`src/common/tcc_pkg.sv`:
```
// constants and types shared by the timer capture/compare channel
package tcc_pkg;
    localparam int CountWidth = 16;
    localparam logic [15:0] CountReset = 16'h0000;
    localparam logic [15:0] CompareReset = 16'h0000;
    localparam logic [15:0] CountMax = 16'hFFFF;
    localparam logic [15:0] CountOne = 16'h0001;
    localparam logic [2:0] SyncReset = 3'h0;

    // counter operating modes
    typedef enum logic [2:0]
    {
        MODE_STOP = 3'b001,
        MODE_FREE = 3'b010,
        MODE_CLEAR_MATCH = 3'b100
    } mode_t;
endpackage

```
`src/rtl/timer_capture_compare_channel.sv`:
```
// capture/compare channel 0 of a 16-bit timer/event counter
//----------------------------------------------------------------
//----------------------------------------------------------------
`timescale 1ns/1ps
`default_nettype none
module timer_capture_compare_channel
    import tcc_pkg::*;
#(
    parameter int Width = CountWidth
)
(
    input wire logic clk,
    input wire logic rstn,
    input wire logic countTick,
    input wire logic runEnable,
    input wire logic clearOnMatch,
    input wire logic clearOnEdge,
    input wire logic captureMode,
    input wire logic outputSelect,
    input wire logic compareWrite,
    input wire logic [15:0] compareData,
    input wire logic countRead,
    input wire logic compareRead,
    input wire logic edge_trigger_input_a,
    input wire logic shared_port_pin_in,
    output logic shared_port_pin_out,
    output logic shared_port_pin_oe,
    output logic [15:0] readData,
    output logic channel0_match_irq,
    output logic running
);
    logic [2:0] syncA_r, syncA_nxt, syncB_r, syncB_nxt;
    logic [15:0] timer_count_value_r, count_nxt;
    logic [15:0] capture_compare_value_0_r, ccv_nxt;
    logic [15:0] readData_r, readData_nxt;
    logic irq_r, irq_nxt, out_r, out_nxt, oe_r, oe_nxt;
    logic heldTick_r, heldTick_nxt;
    mode_t mode_r, mode_nxt;
    logic edgeA, edgeB, tick, match, capTrig;
    logic levelA_r, levelA_nxt, levelB_r, levelB_nxt, running_r, running_nxt;
    logic agreeA, agreeB;

    //----------------------------------------------------------------
    // input synchronisers and edge detection
    //----------------------------------------------------------------
    // three stages: a change counts once stages two and three agree
    assign agreeA = (syncA_r[1] == syncA_r[2]);
    assign agreeB = (syncB_r[1] == syncB_r[2]);
    always_comb
    begin
        syncA_nxt = {syncA_r[1:0], edge_trigger_input_a};
        syncB_nxt = {syncB_r[1:0], shared_port_pin_in};
        levelA_nxt = agreeA ? syncA_r[2] : levelA_r;
        levelB_nxt = agreeB ? syncB_r[2] : levelB_r;
    end
    // rising edge: agreed level is high while the accepted level is still low
    assign edgeA = agreeA & syncA_r[2] & ~levelA_r;
    assign edgeB = agreeB & syncB_r[2] & ~levelB_r & ~outputSelect;

    always_ff @(posedge clk or negedge rstn)
    begin
        if (!rstn)
        begin
            syncA_r <= SyncReset;
            syncB_r <= SyncReset;
            levelA_r <= 1'b0;
            levelB_r <= 1'b0;
        end
        else
        begin
            syncA_r <= syncA_nxt;
            syncB_r <= syncB_nxt;
            levelA_r <= levelA_nxt;
            levelB_r <= levelB_nxt;
        end
    end

    //----------------------------------------------------------------
    // counter, compare and capture
    //----------------------------------------------------------------
    // a tick arriving during a count read is held; it stays pending while ticks keep coming
    assign tick = (countTick | heldTick_r) & ~countRead;
    assign match = (timer_count_value_r == capture_compare_value_0_r);
    assign capTrig = captureMode & edgeA;
    always_comb
    begin
        mode_nxt = !runEnable ? MODE_STOP : (clearOnMatch ? MODE_CLEAR_MATCH : MODE_FREE);
        running_nxt = (mode_nxt != MODE_STOP);
        count_nxt = timer_count_value_r;
        ccv_nxt = capture_compare_value_0_r;
        irq_nxt = 1'b0;
        out_nxt = out_r;
        oe_nxt = outputSelect;
        heldTick_nxt = countRead ? (countTick | heldTick_r) : (countTick & heldTick_r);
        readData_nxt = readData_r;
        if (mode_r == MODE_STOP)
        begin
            count_nxt = CountReset;
        end
        else if (tick)
        begin
            if (mode_r == MODE_CLEAR_MATCH && match && capture_compare_value_0_r != CountReset)
            begin
                count_nxt = CountReset;
                irq_nxt = 1'b1;
                out_nxt = ~out_r;
            end
            else
            begin
                count_nxt = timer_count_value_r + CountOne;
                // compare zero matches only on the step from zero to one
                if (match)
                begin
                    irq_nxt = 1'b1;
                    out_nxt = ~out_r;
                end
            end
        end
        if (mode_r != MODE_STOP && clearOnEdge && !captureMode && (edgeA | edgeB))
        begin
            count_nxt = CountReset;
        end
        if (!captureMode && compareWrite)
        begin
            ccv_nxt = compareData;
        end
        // capture load beats a concurrent read; no capture while stopped, the register keeps its value
        if (capTrig && mode_r != MODE_STOP)
        begin
            ccv_nxt = timer_count_value_r;
        end
        if (countRead)
        begin
            readData_nxt = timer_count_value_r;
        end
        else if (compareRead)
        begin
            readData_nxt = capture_compare_value_0_r;
        end
    end

    always_ff @(posedge clk or negedge rstn)
    begin
        if (!rstn)
        begin
            mode_r <= MODE_STOP;
            timer_count_value_r <= CountReset;
            capture_compare_value_0_r <= CompareReset;
            irq_r <= 1'b0;
            out_r <= 1'b0;
            oe_r <= 1'b0;
            heldTick_r <= 1'b0;
            readData_r <= CountReset;
            running_r <= 1'b0;
        end
        else
        begin
            mode_r <= mode_nxt;
            timer_count_value_r <= count_nxt;
            capture_compare_value_0_r <= ccv_nxt;
            irq_r <= irq_nxt;
            out_r <= out_nxt;
            oe_r <= oe_nxt;
            heldTick_r <= heldTick_nxt;
            readData_r <= readData_nxt;
            running_r <= running_nxt;
        end
    end

    assign shared_port_pin_out = out_r;
    assign shared_port_pin_oe = oe_r;
    assign readData = readData_r;
    assign channel0_match_irq = irq_r;
    assign running = running_r;

    //----------------------------------------------------------------
    // assertions
    //----------------------------------------------------------------
    property p_wrap;
        @(posedge clk) disable iff (!rstn)
        (mode_r == MODE_FREE && tick && timer_count_value_r == CountMax && !clearOnEdge && runEnable)
        |=> timer_count_value_r == CountReset;
    endproperty
    a_wrap: assert property (p_wrap) else $error("counter did not wrap");

    property p_zero_irq;
        @(posedge clk) disable iff (!rstn)
        (mode_r == MODE_FREE && tick && capture_compare_value_0_r == CountReset
         && timer_count_value_r == CountReset) |=> channel0_match_irq;
    endproperty
    a_zero_irq: assert property (p_zero_irq) else $error("zero compare missed irq");

    property p_clear;
        @(posedge clk) disable iff (!rstn)
        (mode_r == MODE_CLEAR_MATCH && tick && match && capture_compare_value_0_r != CountReset && runEnable)
        |=> timer_count_value_r == CountReset && channel0_match_irq;
    endproperty
    a_clear: assert property (p_clear) else $error("match did not clear");

    property p_no_clear_below;
        @(posedge clk) disable iff (!rstn)
        (mode_r != MODE_STOP && tick && !match && !clearOnEdge && runEnable && timer_count_value_r != CountMax)
        |=> timer_count_value_r == $past(timer_count_value_r) + CountOne;
    endproperty
    a_no_clear_below: assert property (p_no_clear_below) else $error("counter cleared off match");

    property p_read_hold;
        @(posedge clk) disable iff (!rstn)
        (countRead && mode_r != MODE_STOP && !clearOnEdge) |=> timer_count_value_r == $past(timer_count_value_r);
    endproperty
    a_read_hold: assert property (p_read_hold) else $error("count moved during read");

    property p_tick_kept;
        @(posedge clk) disable iff (!rstn)
        (countRead && countTick) |=> heldTick_r;
    endproperty
    a_tick_kept: assert property (p_tick_kept) else $error("tick lost during read");

    property p_capture_wins;
        @(posedge clk) disable iff (!rstn)
        (capTrig && compareRead && mode_r != MODE_STOP)
        |=> capture_compare_value_0_r == $past(timer_count_value_r);
    endproperty
    a_capture_wins: assert property (p_capture_wins) else $error("capture lost to read");

    property p_no_capture_compare;
        @(posedge clk) disable iff (!rstn)
        (!captureMode && !compareWrite) |=> $stable(capture_compare_value_0_r);
    endproperty
    a_no_capture_compare: assert property (p_no_capture_compare) else $error("compare reg changed");

    property p_pin_oe;
        @(posedge clk) disable iff (!rstn)
        outputSelect |=> shared_port_pin_oe;
    endproperty
    a_pin_oe: assert property (p_pin_oe) else $error("pin not driven");
endmodule
`default_nettype wire

```
`config.mk`:
```
export PLATFORM = sky130hd
export DESIGN_NAME = timer_capture_compare_channel
export DESIGN_NICKNAME = d
export VERILOG_FILES = /design/src/common/tcc_pkg.sv /design/src/rtl/timer_capture_compare_channel.sv
export SDC_FILE = /design/constraint.sdc
export NUM_CORES = 1
export LEC_CHECK = 0
export ABC_AREA = 1
export BUFFER_PORTS_ARGS = -buffer_cell sky130_fd_sc_hd__buf_2
export CORE_ASPECT_RATIO = 0.75
export CORE_MARGIN = 2
export CORE_UTILIZATION = 57
export CTS_CLUSTER_DIAMETER = 40
export DETAILED_ROUTE_END_ITERATION = 16
export HOLD_SLACK_MARGIN = 0.05
export PLACE_DENSITY = 0.81
export SLEW_MARGIN = 25
export SYNTH_ARGS = -nofsm -noshare
export SYNTH_HDL_FRONTEND = slang
export SYNTH_SLANG_ARGS = --single-unit
```
`constraint.sdc`:
```
create_clock -name clk -period 2.4 [get_ports clk]
set_clock_uncertainty 0.2 [all_clocks]
set_input_delay 0.24 -clock clk [delete_from_list [all_inputs] [get_ports clk]]
set_output_delay 0.24 -clock clk [all_outputs]
set_load 0.01 [all_outputs]
```
==> summary.txt, run 1 <==
Outcome
  – Status: completed

CTS
  – Clock sink count: 64
  – Root Driver: clkbuf_8
  – CTS resizes: 0
  – Worst-path clk slew: about 80 ps
  – CTS Buf Count: 9
  – H-tree depth: 3
  – CTS tree: done
  – Cts hold-fix bufs: 24
  – Worst-Skew Late Latency: ~360 ps
  – Max Buffers Root-to-Sink: 2
  – Post-CTS Setup Inserts: 0

Placed design
  – Post-Place Cells: between 400 and 500
  – Port bufs: 48
  – DP Area: between 0.003 and 0.004 mm^2
  – Routability-driven placement congestion ratio: 0.867
  – Hpwl dp: between 5000 and 6000 um
  – Worst slack at placement: between 400 and 500 ps

Yosys
  – Mapped cell area: about 0.0032 mm^2
  – Ys flop type: dfrtp_1
  – Sequential fraction of the synthesis area: 49.9%
  – Mapped Nets: between 400 and 500
  – Synth top area cells: dfrtp_1 49%, nand2_1 9.8%, inv_1 5.3%
  – Area share of the largest cell type after synthesis: 49.0%
  – Distinct cells, synth: 34
  – Yosys Warn Count: 0
  – Syn_area_per_cell: 8.28 um^2
  – Ys async rst share: 100%
  – Register bit total from synthesis: 64
  – Synth Instances: ~390
  – Post-synth EDFFs: 0
  – Yosys top cell by area: dfrtp_1

Hold path
  – Worst Hold Class: in -> reg

Setup path
  – Critical Path Source: countTick
  – FF-to-FF path depth: 7
  – Crit. End Element: register
  – WP data arrival: ~2100 ps
  – Launch point of the worst reg-to-reg path: mode_r[0]
  – Worst path required time: 2440 ps
  – Critical path class: in -> reg
  – CP startpoint kind: input pin
  – Worst reg2reg endpoint: timer_count_value_r[7]
  – Worst Path Max Fanout: 12
  – Worst setup endpoint: timer_count_value_r[7]
  – Reg2Reg Setup Slack: 370 ps

Detailed routing
  – Via count: ~3000
  – First-pass iteration count of the detailed router: 5
  – DR DRC count: 0
  – Drt wl/cell: 15.5 um
  – Antenna Nets Post-Route: 0
  – Total Routed Length: ~8300 um
  – Starting DRT DRC Count: 270
  – Post-DR vias/cell: about 5.6

Cells and area
  – Design area: slightly below 0.004 mm^2
  – Cell Count, Final, Fillers Out: between 500 and 600
  – Layout area overhead: 23.1%
  – # fillers: 414
  – Fraction of layout cells with a size suffix above 1: 18.1%
  – Final nets: a little under 500
  – Antenna fix cells: 0
  – Final Util: between 70% and 80%

Job
  – Max-Cap Viols: 0

STA
  – Slew HR: a little over two thirds
  – Part of the cycle the worst path needs: 85.3%
  – Minimum clock period: 2050 ps
  – Worst hold margin: approximately 150 ps
  – Final setup vio count: 0
  – Worst slew pin tran: 457 ps
  – Setup tns final: 0 ps
  – Worst setup margin: about 350 ps
  – Final count of pins violating max slew: 0
  – Unrepaired setup endpoints after global routing: no
  – Final Hold Vio Count: 0
  – Achievable Freq: between 0.4 and 0.5 GHz

Die
  – Starting Density: 59.7%
  – Row Count: 23
  – Die span in x: just over 90 um
  – Top-Level Pins: 49
  – DIE HEIGHT: between 60 and 70 um
  – Die area: approximately 0.0063 mm^2
  – Placeable Area: between 0.005 and 0.006 mm^2

Power and ir drop
  – Pwr dens: ~690 mW/mm^2
  – Total Power: between 2 and 3 mW
  – Leakage power: between 1.5 and 2 nW
  – Worst vdd ir: 502 uV

Global route
  – Number of antenna violations at the first check in global routing: 0
  – Overflow left after global routing: 0
  – GRT Overall Usage: 28.1%
  – Largest net degree at the start of global routing: 33
  – Vias in the first global route: approximately 2800
  – First-pass GRT wire length: 13800 um
==> power breakdown <==
| group | internal, mW | switching [mW] |
|---|---|---|
| logic | 0.185 | 0.263 |
| clock network | 0.613 | 0.425 |
| registers | 1.17 | 0.0661 |
==> worst max-delay path, stage by stage <==
cell           delay, ps
dlygate4sd3_1        530
buf_2                130
o21ai_0              260
nand3_1              400
buf_4                320
a21oi_1              140
a21oi_1               60
==> worst min-delay path by stage <==
stage                start  slack, ps                            to  cells after the start
6_report       compareRead        150                  readData[10]                      2
5_1_grt         syncB_r[0]        150                    syncB_r[1]                      0
4_1_cts        compareRead        140                  readData[10]                      2
3_5_place_dp          rstn          4  capture_compare_value_0_r[1]                      1
3_3_place_gp          rstn         -1  capture_compare_value_0_r[1]                      1
2_1_floorplan         rstn       -260  capture_compare_value_0_r[0]                      0
==> layout by cell type, fill, tap and decap left out, types with 4 or more instances in the layout <==
cell           count
o21ai_0            5
nor3_1             4
xor2_1             5
dfrtp_1           63
buf_2             48
o22ai_1           16
inv_1             45
o221ai_1          16
a21oi_1           25
a31oi_1           18
nand2_1           84
dlygate4sd3_1     24
buf_4              7
nor2_1            33
inv_2              4
nor2_2             4
clkbuf_8          10
nand3_1           25
==> cell type report <==
type	instances	area (um^2)	share of cell area [%]
Inverter	50	188	4.74
Tap cell	75	93.8	2.37
Clock inverter	3	65.1	1.64
Multi-Input combinational cell	254	1330	33.5
Timing Repair Buffer	79	533	13.5
Sequential cell	64	1600	40.5
Clock buffer	13	149	3.76
==> Yosys cell counts (2+ instances only) <==
cell type,instances
inv_2,4
clkbuf_1,9
o21ai_0,5
o22ai_1,16
buf_2,9
ha_1,3
nor2_2,4
nor2_1,33
nand2_1,84
nand3_1,25
a31oi_1,18
xor2_1,5
nand3b_1,3
nor3_1,4
xnor2_1,2
inv_1,45
o221ai_1,16
a21oi_1,25
dfrtp_1,63
==> flip-flops by register name, indices dropped and copies added (netlist names) <==
name,flops
capture_compare_value_0_r,16
channel0_match_irq,1
heldTick_r,1
levelA_r,1
levelB_r,1
mode_r,3
readData,16
running,1
shared_port_pin_oe,1
shared_port_pin_out,1
syncA_r,3
syncB_r,3
timer_count_value_r,16
==> cell families after synthesis <==
group,share of synthesized area [%]
AOI/OAI and AO/OA,16.1
xor gates and xnor gates,1.91
DFF,49.9
and+or+nand+nor,21.4
muxes,0.350
adders and majority gates,1.48
buffers and inverters,8.87
==> layer usage <==
metal | global-route usage (%) | routed length [um] | up-vias | share of wire, %
li1 | - | - | 1455 | -
met1 | 40.1 | 3770 | 1428 | 45
met2 | 43.0 | 3830 | 127 | 46
met3 | 7.54 | 621 | 8 | 7.5
met4 | 6.84 | 100 | 0 | 1.2
met5 | 0 | 0 | - | 0
Power figures use the tool's default switching activity.
==> run 2: changes to the inputs <==
- ABC_AREA: 1 -> 0
- ABC_CLOCK_PERIOD_IN_PS: unset -> 2400
- CORE_UTILIZATION: 57 -> 56
- PLACE_DENSITY: 0.81 -> 0.8
- REMOVE_ABC_BUFFERS: unset -> 1
==> summary.txt, run 2 <==
Outcome
  – Status: finished with violations
  – Violated checks: negative setup slack

Yosys
  – Distinct cells, synth: 47
  – Sequential fraction of the synthesis area: 50.4%
  – Register bit total from synthesis: 64
  – Area share of the largest cell type after synthesis: approximately half
  – Synth Instances: roughly 320
  – Syn_area_per_cell: between 10 and 15 um^2
  – Most frequent cell after synthesis: dfrtp_1
  – Post-synth EDFFs: 0
  – Synth top area cells: dfrtp_1 50%, nand2_1 7.1%, mux2i_1 5.3%
  – Yosys Warn Count: 0
  – Ys async rst share: 100%
  – Commonest cells in the netlist: 63 x dfrtp_1, 60 x nand2_1, 20 x a22oi_1
  – Yosys top cell by area: dfrtp_1
  – Ys flop type: dfrtp_1
  – Mapped cell area: around 0.0032 mm^2

Setup path
  – Worst path required time: ~2400 ps
  – Cell Chain, Critical Path: nor4_1, nand4_1, nand4_4, nand3_4, o31ai_1
  – FF-to-FF path depth: 5
  – CP startpoint kind: register
  – CP Depth: 5
  – Critical-path top delay cell: nor4_1
  – Critical path class: reg -> reg
  – Crit. End Element: register
  – Delay-heaviest family, CP: simple AND/OR/NAND/NOR gates
  – Critical Path Source: capture_compare_value_0_r[11]
  – Number of buffers and inverters on the critical path: 0
  – Worst Path Max Fanout: 14
  – Slowest cell delay on critical path: roughly 460 ps
  – WP data arrival: between 2000 and 2500 ps
  – Launch point of the worst reg-to-reg path: capture_compare_value_0_r[11]

Cells and area
  – Area of the multi-input gates: about 0.0014 mm^2
  – Layout area overhead: 25.4%
  – Final nets: ~430
  – Antenna fix cells: 0
  – Fraction of layout cells with a size suffix above 1: 24.6%
  – Cell Count, Final, Fillers Out: approximately 470
  – # fillers: between 300 and 400
  – Commonest non-fill, non-tap cell in the layout: dfrtp_1
  – Register area: between 0.0015 and 0.002 mm^2
  – Leading cell types in the layout, fill and taps excluded: 62 x dfrtp_1, 60 x nand2_1, 48 x buf_2, 23 x dlygate4sd3_1, 21 x buf_4

Power and ir drop
  – Worst vdd ir: 323 uV
  – Clock Power Share: 32.0%
  – Total Power: around 2.6 mW
  – Combinational share of power: between 10% and 20%
  – Switching power: 0.761 mW
  – Pwr dens: 645 mW/mm^2
  – Switching share of power: slightly below 30%
  – Sequential power share: between 40% and 50%
  – P_int: 1.81 mW
  – Leakage power: around 1.9 nW

CTS
  – CTS Buf Count: 9
  – Clock sink count: 64
  – Worst-path clk slew: around 70 ps
  – CTS tree: done
  – Worst-Skew Late Latency: 350 ps
  – Max Buffers Root-to-Sink: 2
  – H-tree depth: 3
  – Root Driver: clkbuf_8

Job
  – Max-Cap Viols: 0

STA
  – Slew HR: 60.2%
  – Worst slew pin tran: 596 ps
  – Final setup vio count: 2
  – Final count of pins violating max slew: 0
  – Part of the cycle the worst path needs: 101%
  – Worst hold margin: approximately 150 ps
  – Minimum clock period: approximately 2400 ps
  – Final Hold Vio Count: 0
  – Worst setup margin: -24.2 ps
  – Achievable Freq: 0.413 GHz

Die
  – Top-Level Pins: 49
  – Starting Density: 58.8%
  – DIE HEIGHT: 69.3 um
  – Die span in x: roughly 91 um
  – Die area: between 0.006 and 0.007 mm^2
  – Placeable Area: 0.00541 mm^2
  – Row Count: 23

Hold path
  – Worst Hold Launch: syncA_r[0]
  – Hold path cells: 0
  – Worst Hold Class: reg -> reg

Global route
  – Overflow left after global routing: 0
  – First-pass GRT wire length: ~14000 um
  – Largest net degree at the start of global routing: 42
  – GRT Overall Usage: between 20% and 30%
  – Vias in the first global route: between 2000 and 3000
  – Number of antenna violations at the first check in global routing: 0

Detailed routing
  – Post-Route M1 WL: about 3700 um
  – First-pass iteration count of the detailed router: 5
  – Met3 wire length: 816 um
  – Via count: roughly 2900
  – Total Routed Length: between 8000 and 9000 um
  – Drt wl/cell: roughly 19 um
  – Antenna Nets Post-Route: 0
  – Routed wl met2: between 4000 and 5000 um
  – DR DRC count: 0
  – Highest metal used: met4
  – Starting DRT DRC Count: ~370
  – Post-DR vias/cell: a little over 6

Placed design
  – Routability-driven placement congestion ratio: 0.888
  – Hpwl dp: around 5800 um
  – Port bufs: 48
  – Post-Place Cells: ~430
## run 2: cell types whose count changed after synthesis, moves of 11 or more
cell / delta
xnor2_1: +14
o22ai_1: -11
o221ai_1: -16
mux2i_1: +17
nand2_1: -24
o21ai_0: +11
inv_1: -38
nor2_1: -25
nand3_1: -22
a31oi_1: -13
a21oi_1: -24
a22oi_1: +20
## run 2: area by class of cell
cell class	instances	share of cell area (%)
clock buffer	12	3.89
tap	75	2.35
sequential	64	40.2
inverter	7	0.658
timing repair buffer	93	16.2
clock inverter	3	0.439
multi-input combinational	219	36.2
## run 2: path summary, 6_finish.rpt
kind / end / slack, ps
worst max-delay path: timer_count_value_r[7] / -20
worst min-delay path: syncA_r[1] / 150
max in group asynchronous: mode_r[0] / 1060
min in group asynchronous: readData[11] / 240
worst min register to register: syncA_r[1] / 150
worst max register to register: timer_count_value_r[7] / -20
## run 2: what timing repair did
action                                  in CTS  in global routing
gates resized for setup                      0                  5
endpoints found under the setup margin       0                 14
endpoints found under the hold margin       47                  0
setup buffers                                0                  1
hold buffers                                23                  0
## run 2: routing by layer
layer | up-vias | track usage, %
li1 | 1274 | -
met1 | 1362 | 40.3
met2 | 185 | 43.0
met3 | 37 | 7.61
met4 | 0 | 10.1
met5 | - | 0
## run 2: kinds of logic (layout without fill, tap and decap cells)
logic type               Yosys count  count (layout)  synth area share [%]
AND/OR/NAND/NOR                  117             118                  19.3
flip-flops                        64              64                  50.4
AO/OA/AOI/OAI                     62              62                  12.9
buffers and inverters             35             115                  5.43
multiplexers                      19              19                  6.06
XOR/XNOR                          17              17                  4.68
adder cells (fa/ha/maj)            3               3                  1.18
## run 2: per-stage QoR
step | setup slack [ps] | utilization [%] | area, um^2 | setup TNS [ps]
final | -24.2 | 73.8 | 3990 | -44.1
after global routing | -94.1 | 73.8 | 3990 | -740
after CTS | 12.6 | 72.9 | 3940 | 0
after detailed placement | 67.5 | 65.4 | 3540 | 0
after global placement | 117 | 65.4 | 3540 | 0
after floorplan | 166 | - | 3040 | 0
## run 2: power groups by stage
stage | Clock, mW | Combinational [mW] | Sequential (mW)
global placement | 0 | 0.413 | 1.28
floorplan | 0 | 0.214 | 1.29
detailed placement | 0 | 0.426 | 1.29
finish | 0.824 | 0.472 | 1.28
CTS | 0.828 | 0.458 | 1.27
global route | 0.885 | 0.519 | 1.29
==> run 3: changes to the inputs <==
- CORE_UTILIZATION: 56 -> 30
- PLACE_DENSITY: 0.8 -> 0.49
==> summary.txt, run 3 (same netlist as run 2, synthesis figures left out) <==
CTS
  – Worst-Skew Late Latency: 330 ps
  – Root Driver: clkbuf_16
  – CTS tree: done
  – CTS Buf Count: 9
  – Clock sink count: 64
  – Worst-path clk slew: approximately 50 ps
  – H-tree depth: 3
  – Max Buffers Root-to-Sink: 2

Global route
  – Largest net degree at the start of global routing: 38
  – Number of antenna violations at the first check in global routing: 0
  – First-pass GRT wire length: between 10000 and 15000 um
  – Global Route met2 Usage: 22.1%
  – Overflow left after global routing: 0
  – Vias in the first global route: 2535
  – GRT Overall Usage: approximately 16%
  – Global route hottest layer: met1
  – Met3 Use GR: 6.04%
  – Met1 usage: 22.1%

STA
  – Unrepaired setup endpoints after global routing: no
  – Achievable Freq: between 0.4 and 0.5 GHz
  – Part of the cycle the worst path needs: approximately 94%
  – Minimum clock period: 2260 ps
  – Final Hold Vio Count: 0
  – Final count of pins violating max slew: 0
  – Slew HR: between 50 and 60%
  – Worst hold margin: ~120 ps
  – Worst slew pin tran: around 680 ps
  – Final setup vio count: 0
  – Setup tns final: 0 ps

Placed design
  – Post-Place Cells: roughly 500
  – Port bufs: 48
  – Hpwl dp: about 6000 um
  – Routability-driven placement congestion ratio: roughly 0.85

Job
  – Max-Cap Viols: 0

Die
  – Die area: 0.0115 mm^2
  – DIE HEIGHT: approximately 93 um
  – Placeable Area: 0.0103 mm^2
  – Die span in x: approximately 120 um
  – Top-Level Pins: 49
  – Starting Density: between 30% and 40%
  – Row Count: 32

Cells and area
  – # fillers: 1008
  – Area of the multi-input gates: 0.00143 mm^2
  – Layout area overhead: 34.9%
  – Fraction of layout cells with a size suffix above 1: around 26%
  – Final nets: ~430
  – Register area: between 0.0015 and 0.002 mm^2
  – Commonest non-fill, non-tap cell in the layout: dfrtp_1
  – Final Util: 41.7%
  – Cell Count, Final, Fillers Out: roughly 540
  – Leading cell types in the layout, fill and taps excluded: 63 x dfrtp_1, 60 x nand2_1, 48 x buf_2, 28 x buf_4, 23 x dlygate4sd3_1
  – Antenna fix cells: 0

Setup path
  – Worst path required time: ~2400 ps
  – Reg2Reg Setup Slack: 140 ps
  – Worst Path Max Fanout: 8
  – Critical path class: reg -> reg
  – CP startpoint kind: register
  – Launch point of the worst reg-to-reg path: timer_count_value_r[0]
  – Crit. End Element: register
  – Worst reg2reg endpoint: timer_count_value_r[14]
  – FF-to-FF path depth: 7
  – WP data arrival: between 2000 and 2500 ps

Detailed routing
  – Via count: between 2000 and 3000
  – Antenna Nets Post-Route: 0
  – Starting DRT DRC Count: roughly 200
  – Drt wl/cell: 15.4 um
  – First-pass iteration count of the detailed router: 4
  – DR DRC count: 0
  – Post-DR vias/cell: 4.85
  – Total Routed Length: ~8400 um

Power and ir drop
  – Leakage power: 1.97 nW
  – Pwr dens: between 700 and 800 mW/mm^2
  – Worst vdd ir: 373 uV

Hold path
  – Worst Hold Launch: captureMode
  – Hold path cells: 4
  – Hold worst-path end: capture_compare_value_0_r[15]
  – Worst Hold Class: in -> reg

Outcome
  – Status: completed
==> run 3: routing by layer <==
layer | part of all wire (%) | vias to the layer above | wire length [um]
met3 | 6.5 | 2 | 540
met1 | 50 | 1267 | 4190
li1 | - | 1295 | -
met4 | 0.63 | 0 | 53
met5 | 0 | - | 0
met2 | 43 | 71 | 3580
==> run 3: report_power, final <==
part / total, mW / switching (mW) / internal (mW)
Combinational: 0.464 / 0.244 / 0.220
Sequential: 1.27 / 0.0924 / 1.18
Clock: 1.50 / 0.457 / 1.04
Total: 3.23 / 0.793 / 2.44
==> run 3: layout make-up <==
cell class	count	share of cell area (%)
inverters	7	0.612
repair buffers	101	16.8
clock buffers	11	5.65
flip-flops and latches	64	37.3
clock inverters	5	2.42
well taps	136	3.96
multi-input cells	219	33.2
==> run 3: worst max-delay path by stage <==
stage / from / to / slack (ps)
CTS: timer_count_value_r[3] / timer_count_value_r[4] / 40
detailed placement: timer_count_value_r[3] / timer_count_value_r[4] / 60
global placement: timer_count_value_r[3] / timer_count_value_r[4] / 90
finish: timer_count_value_r[0] / timer_count_value_r[14] / 140
floorplan: syncA_r[1] / timer_count_value_r[9] / 170
global route: timer_count_value_r[0] / timer_count_value_r[14] / 5
==> run 3: what timing repair did <==
action / 4_1_cts / 5_1_grt
hold buffers: 23 / 0
hold endpoints to repair: 50 / 0
endpoints found under the setup margin: 0 / 12
buffers inserted: 0 / 4
resized for setup: 0 / 1
==> run 3: worst max-delay path, stage by stage, from the launching register on <==
cell and delay [ps]:
dfrtp_1 490, ha_1 250, nand3_1 190, nor4b_2 380
nand4_1 160, and3_1 200, a22oi_1 160, o31ai_1 110
==> run 3: through the flow <==
| step | instance area (um^2) | setup WS, ps | power, mW |
|---|---|---|---|
| after floorplan | 3040 | 166 | 1.51 |
| after global placement | 3670 | 90.1 | 1.72 |
| after detailed placement | 3670 | 55.9 | 1.72 |
| after CTS | 4240 | 43.1 | 3.27 |
| after global routing | 4290 | 4.84 | 3.39 |
| final | 4290 | 137 | 3.23 |
